==> src/ilb_defines.svh <==
`ifndef ILB_DEFINES_SVH
`define ILB_DEFINES_SVH

// opcode patterns and masks
`define ILB_OPC_LOOP_REG 8'hd8
`define ILB_MSK_LOOP_REG 8'hf8
`define ILB_OPC_LOOP_DIR 8'hd5
`define ILB_OPC_INC_ACC 8'h04
`define ILB_OPC_INC_DIR 8'h05
`define ILB_OPC_INC_REG 8'h08
`define ILB_MSK_INC_REG 8'hf8
`define ILB_OPC_INC_IND 8'h06
`define ILB_MSK_INC_IND 8'hfe
`define ILB_OPC_INC_PTR16 8'ha3
`define ILB_OPC_JBIT 8'h20

// instruction lengths in bytes
`define ILB_LEN_1 16'h0001
`define ILB_LEN_2 16'h0002
`define ILB_LEN_3 16'h0003

// machine cycles per instruction
`define ILB_MC_1 2'h1
`define ILB_MC_2 2'h2

// core clocks per machine cycle
`define ILB_CLKS_PER_MC 2

// reset values
`define ILB_RST_BYTE 8'h00
`define ILB_RST_WORD 16'h0000

`endif

==> src/ilb_pkg.sv <==
`default_nettype none

package ilb_pkg;

  // decoded instruction class
  typedef enum logic [3:0] {
    ILB_OP_NONE = 4'h0,
    ILB_OP_LOOP_R = 4'h1,
    ILB_OP_LOOP_D = 4'h2,
    ILB_OP_INC_A = 4'h3,
    ILB_OP_INC_R = 4'h4,
    ILB_OP_INC_D = 4'h5,
    ILB_OP_INC_I = 4'h6,
    ILB_OP_INC_DP = 4'h7,
    ILB_OP_JBIT = 4'h8
  } ilb_op_type;

  // destination of the write-back
  typedef enum logic [2:0] {
    ILB_DST_NONE = 3'h0,
    ILB_DST_ACC = 3'h1,
    ILB_DST_WREG = 3'h2,
    ILB_DST_DIRECT = 3'h3,
    ILB_DST_INDIRECT = 3'h4,
    ILB_DST_PTR16 = 3'h5
  } ilb_dst_type;

  // sequencer states, one-hot
  typedef enum logic [1:0] {
    ILB_ST_IDLE = 2'b01,
    ILB_ST_EXEC = 2'b10
  } ilb_state_type;

endpackage

`default_nettype wire

==> src/ilb_exec.sv <==
// Function
// RULE_01: register loop-decrement: pc+2, decrement register, branch if result nonzero.
// RULE_02: register loop-decrement opcode 11011rrr, displacement in byte two, two cycles.
// RULE_03: direct loop-decrement: decrement byte, branch if nonzero, three bytes, two cycles.
// RULE_04: direct loop-decrement opcode 11010101, address byte two, displacement byte three.
// RULE_05: every 8-bit increment wraps ff to 00 and leaves flags alone.
// RULE_06: increment of a port takes the operand from the output latch.
// RULE_07: increment acc 00000100, register 00001rrr, indirect 0000011i; one byte, one cycle.
// RULE_08: direct increment opcode 00000101 plus address; two bytes, one cycle.
// RULE_09: pointer increment 10100011 adds one modulo 65536, one byte, two cycles.
// RULE_10: bit jump: pc+3, branch only if bit set, bit and flags untouched.
// RULE_11: bit jump opcode 00100000, bit address byte two, displacement byte three.
// RULE_12: branch target is displacement added to pc past the whole instruction.
// RULE_13: loop decrement wraps 00 to ff, no flags, port operand from latch.
// RULE_14: displacement sign-extended, target addition modulo 65536.
`timescale 1ns/1ps
`default_nettype none
`include "ilb_defines.svh"

module ilb_exec
  import ilb_pkg::*;
#(
  parameter int CLKS_PER_MC = `ILB_CLKS_PER_MC
) (
  input wire logic core_clk,
  input wire logic rst,
  input wire logic ce,
  input wire logic start,
  input wire logic [7:0] opcode,
  input wire logic [7:0] byte2,
  input wire logic [7:0] byte3,
  input wire logic [15:0] pc_in,
  input wire logic [7:0] acc_in,
  input wire logic [7:0] wreg_in,
  input wire logic [7:0] direct_in,
  input wire logic [7:0] indirect_in,
  input wire logic bit_in,
  input wire logic [15:0] data_pointer16_in,
  output logic busy_q,
  output logic done_q,
  output logic illegal_q,
  output logic branch_q,
  output logic [15:0] pc_next_q,
  output logic wr_en_q,
  output ilb_dst_type wr_dst_q,
  output logic [7:0] wr_addr_q,
  output logic [7:0] wr_data_q,
  output logic [15:0] data_pointer16_q,
  output logic latch_src_q
);

  localparam int CNT_W = 8;

  ilb_state_type state_q, state_d;
  ilb_op_type op_q, op_d;
  logic [CNT_W-1:0] cnt_q, cnt_d;
  logic [15:0] pc_base_q, pc_base_d;
  logic busy_d, done_d, illegal_d, branch_d, wr_en_d, latch_src_d;
  logic [15:0] pc_next_d, ptr16_d;
  ilb_dst_type wr_dst_d;
  logic [7:0] wr_addr_d, wr_data_d;

  // decode stage, combinational on the offered opcode
  ilb_op_type dec_op;
  logic [15:0] dec_len;
  logic [1:0] dec_mc;

  always_comb begin
    dec_op = ILB_OP_NONE;
    dec_len = `ILB_LEN_1;
    dec_mc = `ILB_MC_1;
    // RULE_02: register loop decode
    if ((opcode & `ILB_MSK_LOOP_REG) == `ILB_OPC_LOOP_REG) begin
      dec_op = ILB_OP_LOOP_R;
      dec_len = `ILB_LEN_2;
      dec_mc = `ILB_MC_2;
    // RULE_04: direct loop decode
    end else if (opcode == `ILB_OPC_LOOP_DIR) begin
      dec_op = ILB_OP_LOOP_D;
      dec_len = `ILB_LEN_3;
      dec_mc = `ILB_MC_2;
    // RULE_07: single byte increments
    end else if (opcode == `ILB_OPC_INC_ACC) begin
      dec_op = ILB_OP_INC_A;
    end else if ((opcode & `ILB_MSK_INC_REG) == `ILB_OPC_INC_REG) begin
      dec_op = ILB_OP_INC_R;
    end else if ((opcode & `ILB_MSK_INC_IND) == `ILB_OPC_INC_IND) begin
      dec_op = ILB_OP_INC_I;
    // RULE_08: direct increment decode
    end else if (opcode == `ILB_OPC_INC_DIR) begin
      dec_op = ILB_OP_INC_D;
      dec_len = `ILB_LEN_2;
    // RULE_09: pointer increment decode
    end else if (opcode == `ILB_OPC_INC_PTR16) begin
      dec_op = ILB_OP_INC_DP;
      dec_mc = `ILB_MC_2;
    // RULE_11: bit jump decode
    end else if (opcode == `ILB_OPC_JBIT) begin
      dec_op = ILB_OP_JBIT;
      dec_len = `ILB_LEN_3;
      dec_mc = `ILB_MC_2;
    end
  end

  // arithmetic; all 8-bit results wrap, no flag path exists
  logic [15:0] pc_seq, rel_ext, pc_tgt;
  logic [7:0] rel_byte, dec_r, dec_d;
  logic [15:0] ptr16_inc;

  always_comb begin
    // RULE_12: sequential pc past the whole instruction
    pc_seq = pc_in + dec_len;
    rel_byte = (dec_op == ILB_OP_LOOP_R) ? byte2 : byte3;
    // RULE_14: sign extension, 16-bit wrap
    rel_ext = {{8{rel_byte[7]}}, rel_byte};
    pc_tgt = pc_seq + rel_ext;
    // RULE_13: decrement wraps 00 to ff
    dec_r = wreg_in - 8'h01;
    dec_d = direct_in - 8'h01;
    // RULE_09: carry ripples into the high byte
    ptr16_inc = data_pointer16_in + 16'h0001;
  end

  // sequencer next state
  always_comb begin
    state_d = state_q;
    op_d = op_q;
    cnt_d = cnt_q;
    pc_base_d = pc_base_q;
    busy_d = busy_q;
    done_d = 1'b0;
    illegal_d = 1'b0;
    branch_d = branch_q;
    pc_next_d = pc_next_q;
    wr_en_d = wr_en_q;
    wr_dst_d = wr_dst_q;
    wr_addr_d = wr_addr_q;
    wr_data_d = wr_data_q;
    ptr16_d = data_pointer16_q;
    latch_src_d = latch_src_q;
    case (state_q)
      ILB_ST_IDLE: begin
        wr_en_d = 1'b0;
        if (start && dec_op == ILB_OP_NONE) begin
          // foreign opcodes are refused at once
          illegal_d = 1'b1;
        end else if (start) begin
          state_d = ILB_ST_EXEC;
          op_d = dec_op;
          pc_base_d = pc_in;
          busy_d = 1'b1;
          cnt_d = CNT_W'(int'(dec_mc) * CLKS_PER_MC - 1);
          branch_d = 1'b0;
          pc_next_d = pc_seq;
          wr_en_d = 1'b1;
          wr_addr_d = 8'h00;
          wr_dst_d = ILB_DST_NONE;
          wr_data_d = 8'h00;
          latch_src_d = 1'b0;
          case (dec_op)
            ILB_OP_LOOP_R: begin
              // RULE_01: register decrement and test
              wr_dst_d = ILB_DST_WREG;
              wr_addr_d = {5'h00, opcode[2:0]};
              wr_data_d = dec_r;
              branch_d = (dec_r != 8'h00);
              pc_next_d = (dec_r != 8'h00) ? pc_tgt : pc_seq;
            end
            ILB_OP_LOOP_D: begin
              // RULE_03: direct decrement and test
              wr_dst_d = ILB_DST_DIRECT;
              wr_addr_d = byte2;
              wr_data_d = dec_d;
              // RULE_13: port operand from latch
              latch_src_d = 1'b1;
              branch_d = (dec_d != 8'h00);
              pc_next_d = (dec_d != 8'h00) ? pc_tgt : pc_seq;
            end
            ILB_OP_INC_A: begin
              // RULE_05: wrap ff to 00
              wr_dst_d = ILB_DST_ACC;
              wr_data_d = acc_in + 8'h01;
            end
            ILB_OP_INC_R: begin
              wr_dst_d = ILB_DST_WREG;
              wr_addr_d = {5'h00, opcode[2:0]};
              wr_data_d = wreg_in + 8'h01;
            end
            ILB_OP_INC_D: begin
              wr_dst_d = ILB_DST_DIRECT;
              wr_addr_d = byte2;
              wr_data_d = direct_in + 8'h01;
              // RULE_06: read port latch
              latch_src_d = 1'b1;
            end
            ILB_OP_INC_I: begin
              wr_dst_d = ILB_DST_INDIRECT;
              wr_addr_d = {7'h00, opcode[0]};
              wr_data_d = indirect_in + 8'h01;
            end
            ILB_OP_INC_DP: begin
              wr_dst_d = ILB_DST_PTR16;
              ptr16_d = ptr16_inc;
            end
            ILB_OP_JBIT: begin
              // RULE_10: test only, no write-back
              wr_en_d = 1'b0;
              wr_addr_d = byte2;
              branch_d = bit_in;
              pc_next_d = bit_in ? pc_tgt : pc_seq;
            end
            default: begin
              wr_en_d = 1'b0;
            end
          endcase
        end
      end
      ILB_ST_EXEC: begin
        // write strobe lasts one clock; results held until next start
        wr_en_d = 1'b0;
        if (cnt_q == '0) begin
          state_d = ILB_ST_IDLE;
          busy_d = 1'b0;
          done_d = 1'b1;
          latch_src_d = 1'b0;
        end else begin
          cnt_d = cnt_q - CNT_W'(1);
        end
      end
      default: begin
        state_d = ILB_ST_IDLE;
        busy_d = 1'b0;
      end
    endcase
  end

  // registers; ce low freezes everything
  always_ff @(posedge core_clk or posedge rst) begin
    if (rst) begin
      state_q <= ILB_ST_IDLE;
      op_q <= ILB_OP_NONE;
      cnt_q <= '0;
      pc_base_q <= `ILB_RST_WORD;
      busy_q <= 1'b0;
      done_q <= 1'b0;
      illegal_q <= 1'b0;
      branch_q <= 1'b0;
      pc_next_q <= `ILB_RST_WORD;
      wr_en_q <= 1'b0;
      wr_dst_q <= ILB_DST_NONE;
      wr_addr_q <= `ILB_RST_BYTE;
      wr_data_q <= `ILB_RST_BYTE;
      data_pointer16_q <= `ILB_RST_WORD;
      latch_src_q <= 1'b0;
    end else if (ce) begin
      state_q <= state_d;
      op_q <= op_d;
      cnt_q <= cnt_d;
      pc_base_q <= pc_base_d;
      busy_q <= busy_d;
      done_q <= done_d;
      illegal_q <= illegal_d;
      branch_q <= branch_d;
      pc_next_q <= pc_next_d;
      wr_en_q <= wr_en_d;
      wr_dst_q <= wr_dst_d;
      wr_addr_q <= wr_addr_d;
      wr_data_q <= wr_data_d;
      data_pointer16_q <= ptr16_d;
      latch_src_q <= latch_src_d;
    end
  end

  // helper: enabled clocks spent busy, for length checks
  logic [CNT_W-1:0] run_q;
  always_ff @(posedge core_clk or posedge rst) begin
    if (rst) begin
      run_q <= '0;
    end else if (ce) begin
      run_q <= busy_q ? run_q + CNT_W'(1) : '0;
    end
  end
endmodule // ilb_exec

`default_nettype wire

==> config.mk <==
export PLATFORM = sky130hd
export DESIGN_NAME = ilb_exec
export DESIGN_NICKNAME = d
export VERILOG_FILES = /design/src/ilb_pkg.sv /design/src/ilb_exec.sv
export VERILOG_INCLUDE_DIRS = /design/src
export SDC_FILE = /design/constraint.sdc
export NUM_CORES = 1
export LEC_CHECK = 0
export BUFFER_PORTS_ARGS = -buffer_cell sky130_fd_sc_hd__clkbuf_2
export CORE_UTILIZATION = 45
export DETAILED_ROUTE_END_ITERATION = 6
export MAX_ROUTING_LAYER = met4
export PLACE_DENSITY = 0.75
export REMOVE_ABC_BUFFERS = 1
export SLEW_MARGIN = 15
export SYNTH_ARGS = -nofsm -noshare
export SYNTH_HDL_FRONTEND = slang
export SYNTH_SLANG_ARGS = --single-unit
==> constraint.sdc <==
create_clock -name core_clk -period 3.07 [get_ports core_clk]
set_input_delay 0.614 -clock core_clk [delete_from_list [all_inputs] [get_ports core_clk]]
set_output_delay 0.614 -clock core_clk [all_outputs]
set_load 0.01 [all_outputs]
After elaboration in Yosys (flattened, before gate mapping). Cells that the tools add are included.

$add $sub $neg: 11. Multipliers: 0. Divide/modulo/power cells: 0. $lt $le $gt $ge: 0. Equal/unequal tests: 22. Shifts and indexed selects: 0. Multiplexer cells: 57. Bitwise logic cells: 1. Reductions and logical operators: 16.

Operator list (number): 2-to-1 mux 16 bit (4); one-hot mux 16 bit (3 select lines) (1); one-hot mux 8 bit (6 select lines) (1); 2-to-1 mux 2 bit (18); adder 16 bit (2); adder 8 x 1 -> 8 bit (second input constant) (4); 2-to-1 mux 4 bit (8); 2-to-1 mux 8 bit (4); one-hot mux 8 bit (3 select lines) (1); subtractor 8 x 1 -> 8 bit (second input constant) (3); adder 16 x 1 -> 16 bit (second input constant) (1); == test 4 x 3 -> 1 bit (second input constant) (4); == test 8 x 3 -> 1 bit (second input constant) (2); == test 8 bit (second input constant) (2); one-hot mux 8 bit (2 select lines) (1); nonzero test 8 bit (2); one-hot mux 3 bit (5 select lines) (1); AND reduction 5 bit (3); 2-to-1 mux 1 bit (13); == test 4 x 2 -> 1 bit (second input constant) (2); == test 8 x 6 -> 1 bit (second input constant) (1); zero test 8 bit (1); inequality test 2 bit (second input constant) (4); AND reduction 4 bit (2); other kinds (19) (22).

Register bits: 67. Bits in latches: 0. RAM bits: 0. Bits in read-only memories: 0. Bits of input ports: 93. Memories kept: 0.

Depth between registers and ports, before layout.
Depth in word-level cells: 15. Mapped depth: 21. Mapped depth without buffers: 20.

Worst setup path before layout. Ideal clock, no wire load.

Path kind: input -> register. From: input port opcode[3]. To: register pc_next_q[14]. Library setup time: 0.136 ns. Arrival time: 4.518 ns. Slack: -1.584 ns. Stages: 21. Cell sequence: buf_2 > nor4_1 > nand2_1 > or4_1 > nand2_1 > or2_2 > inv_1 > fa_1 > nor2_1 > and3_1 > nand3_1 > nor2_1 > xor2_1 > ha_1 > and3_1 > a21oi_1 > a31oi_1 > o21a_1 > or3_1 > a31oi_1 > o21ai_0.

Cells in the longest elaborated chain, start to end: 14. Elaborated cells on any way between the ends: 38. Classes of those cells: add/sub (2); eq/ne (11); mux (21); bitwise (1); reduce/logical (3).

RTL lines: from (decl) (RTL line ilb_exec.sv:29) `input wire logic [7:0] opcode,`; branches (longest 14 deep; another with adder 16 bit); to (signal assigned) (RTL line ilb_exec.sv:248) `` pc_next_q <= `ILB_RST_WORD; ``; to (signal assigned) (RTL line ilb_exec.sv:264) `pc_next_q <= pc_next_d;`; to (decl) (RTL line ilb_exec.sv:43) `output logic [15:0] pc_next_q,`.

Parallel ways; which one is timed is not known. A chain may end at the register's enable or synchronous reset.

Worst setup path in the final report.
From: input port opcode[4]. To: register pc_next_q[15].

Same word-level chain as after synthesis.

==> results by group <==
Status
  • Status: complete, but fails checks
  • Failing checks: setup timing

Critical path
  • Worst Reg-to-Reg Cells: 8
  • Worst Path Arrival: around 4.7 ns
  • Worst r2r dst: cnt_q[3]$_DFFE_PP0P_
  • Crit end category: flip-flop
  • Family with the most delay on the worst path: simple AND/OR/NAND/NOR gates
  • Crit-path slowest cell: or4_4
  • Worst path buffer plus inverter count: 2
  • CP Launch Type: input pin
  • Critical Setup Path Class: in2reg
  • CP cell instances: buf_8 > nor4_4 > nand2_1 > or4_4 > nand2_2 > or2_4 > buf_6 > ha_4 > a21oi_4 > nor3b_2 > and3_4 > xor2_2 > ha_2 > nand3_1 > nand2_1 > a41oi_2 > a21oi_4 > a211oi_2 > xnor2_1 > a31o_2 > o22a_1
  • Worst reg-to-reg setup slack: ~0.55 ns
  • RR Startpoint: cnt_q[2]$_DFFE_PP0P_
  • CP max FO: 4
  • Crit path largest cell delay: about 0.44 ns
  • Req. time, crit path: between 3 and 4 ns

Routing
  • Detailed Routing Iterations Pass 1: 6
  • Routed Antenna Nets: 0
  • Vias: 6298
  • Via density per instance: roughly 6
  • Number of remaining DRC errors: 0
  • Routed WL: 21500 um
  • Iter 0 DRT Violations: about 450
  • Drt wl/cell: ~20 um

Place
  • Dpl hpwl: 13000 um
  • Placed instance count: approximately 1000
  • Port-buffer cells: 149
  • RePlAce Congestion: between 0.9 and 1

Power
  • Leakage power total: between 3 and 4 nW
  • Power Density: 478 nW/um^2
  • Peak VDD IR: between 0.0003 and 0.0004 V

Clocking
  • Clock Path Buffers: 2
  • CTS tree: yes
  • Clock sinks: between 60 and 70
  • Clock transition at path regs: around 0.060 ns
  • H-tree levels: 3
  • Post-CTS Hold Buffers: 0
  • Inserted Clock Buffers: 9
  • Clock root buffer: clkbuf_16
  • Clk Latency, worst-skew pair: 0.35 ns

STA
  • Fin Setup TNS: -20.37 ns
  • Rel. slew slack: about 50%
  • Slew Viols, Final: 0
  • Final worst-path setup slack: -1.37 ns
  • Min cycle time layout: about 4.4 ns
  • Fmax: about 0.23 GHz
  • Final hold vios: 0
  • Clk_skew: approximately 0.0058 ns
  • Final Cycle Share: 145%
  • RSZ-0062 raised after global routing: yes
  • WHS: 0.381 ns
  • Slew of the pin with the lowest slew margin: 0.761 ns
  • Final setup violation count: 28

Final layout
  • Layout cells sized above 1: roughly 44%
  • P&R area growth vs syn: 57.0%
  • Net total in the final layout: 1035
  • Final non-filler cell total: 1061
  • Diode count: 0

Synthesis
  • Xor and xnor area share after synthesis: approximately a tenth
  • Post-synthesis cell type count: 72
  • Cell taking the most area after synthesis: dfrtp_1
  • Synthesized area: about 5300 sq um
  • Synth Warn #: 0
  • Largest family of logic cells by synthesized area: simple AND/OR/NAND/NOR gates
  • Synth top area cells: dfrtp_1, ha_1, xnor2_1, nor2_1, nand2_1
  • Synth async-reset ratio: between 90% and 100%
  • Seq/Total Area, Yosys: between 30% and 40%
  • Share of the synthesized area in the top cell type: between 30% and 40%
  • Post-synth EDFFs: 0
  • Prevailing post-synth register cell: dfrtp_1
  • Synth Area in Compound Gates: about a fifth
  • Synth Area in Adders: 7.13%
  • Synth top cells by count: nor2_1, nand2_1, dfrtp_1
  • Post-Syn Instances: between 600 and 700
  • Share of synthesized cell area in and, or, nand and nor gates: a little under a quarter
  • Top-count cell post-synth: nor2_1
  • Yosys reg bits: 66
  • Mean post-synth cell area: around 8.3 sq um
  • Mux cell area share after synthesis: between 4 and 5%

Floorplan
  • IO Pins: 150
  • Initial Util: a little under half
  • Die W: 111 um
  • Core Area: 11500 sq um
  • Rows: 39
  • Chip Height: 111 um
  • Die ar.: ~12000 sq um

Global route
  • Congestion Overflow GR: 0
  • Vias in the first global route: approximately 6500
  • Total Routing Usage GR: a little over a third
  • Largest net degree at the start of global routing: 35
  • Antenna violations before repair: 0
  • Global-route wire length before repair: around 33000 um

Min path
  • Worst hold-check path type: in2async

Flow run
  • Max Cap Viol: 0
==> cell usage in the layout (no fill, tap or decap), types with 5 or more instances in the layout <==
cell type	count
and3_1	6
o21ai_1	15
nor2b_1	7
mux2i_1	11
nand2b_1	6
buf_6	35
nand2_1	67
a21oi_4	8
a22oi_1	8
o22ai_1	13
nand3_1	25
dfrtp_1	65
a21oi_1	38
o21ai_0	15
clkbuf_2	145
ha_1	19
buf_4	97
a31oi_1	5
xnor2_1	28
inv_1	25
nor2_2	5
nand4_1	5
xor2_1	21
nor3_1	7
nor2_1	70
clkbuf_16	9
o21ai_2	5
mux2_2	8
==> metal layers <==
layer,up-vias,GRT usage (%),routed length (um)
li1,2847,-,-
met1,2958,37.1,7840
met2,377,59.5,10600
met3,116,8.84,1760
met4,0,17.9,1280
met5,-,-,0
==> power by group <==
part | switching (mW) | internal (mW)
clock | 0.417 | 0.710
combinational | 0.874 | 0.724
sequential | 0.151 | 1.10
==> flip-flops by register name, indices dropped and copies added (netlist names) <==
register,count
branch_q,1
wr_addr_q,8
busy_q,1
wr_data_q,8
data_pointer16_q,16
done_q,1
pc_next_q,16
illegal_q,1
wr_en_q,1
latch_src_q,1
wr_dst_q,3
state_q,1
cnt_q,8
==> worst max-delay path by stage <==
stage	from	cells after the start	slack [ns]	endpoint
floorplan	opcode[4]	20	-1.49	pc_next_q[14]$_DFFE_PP0P_
global placement	opcode[4]	21	-1.72	pc_next_q[14]$_DFFE_PP0P_
detailed placement	opcode[4]	21	-1.89	pc_next_q[14]$_DFFE_PP0P_
CTS	opcode[2]	21	-1.03	pc_next_q[15]$_DFFE_PP0P_
global route	opcode[4]	21	-1.43	pc_next_q[15]$_DFFE_PP0P_
finish	opcode[4]	21	-1.37	pc_next_q[15]$_DFFE_PP0P_
==> worst register-to-register path: stages, from the launching register on <==
cell,delay (ns)
dfrtp_1,0.45
nor4_1,0.52
nand2b_1,0.19
or3_1,0.41
a21boi_0,0.14
o211ai_1,0.23
nor2_1,0.10
buf_4,0.16
a32o_1,0.21
==> timing repair <==
| action | CTS | global route |
|---|---|---|
| endpoints found under the setup margin | 15 | 28 |
| gates resized for setup | 122 | 48 |
| cloned | 3 | 0 |
| pin swaps | 51 | 46 |
| buffers inserted | 58 | 13 |
==> kinds of logic after synthesis <==
kind of cell	Yosys count
AND/OR/NAND/NOR	249
XOR/XNOR	60
adder cells (fa/ha/maj)	29
buffers and inverters	53
flip-flops	66
AO/OA/AOI/OAI	161
multiplexers	22
==> area by class of cell <==
type                    count  area [sq um]
flip-flops and latches     66          1650
well taps                 143           179
inverters                  28           105
repair buffers            287          2050
fillers                   761          3150
clock buffers              11           233
clock inverters             5          78.8
multi-input cells         521          4020
==> through the flow <==
stage | power, mW | setup WS (ns) | cell area, sq um | utilization [%]
global route | 4.17 | -1.43 | 8320 | 72.6
finish | 3.98 | -1.37 | 8320 | 72.6
global placement | 2.47 | -1.72 | 6820 | 59.4
CTS | 3.79 | -1.03 | 8010 | 69.8
floorplan | 1.92 | -1.49 | 5170 | -
detailed placement | 2.51 | -1.89 | 6820 | 59.4
Power figures use the tool's default switching activity.
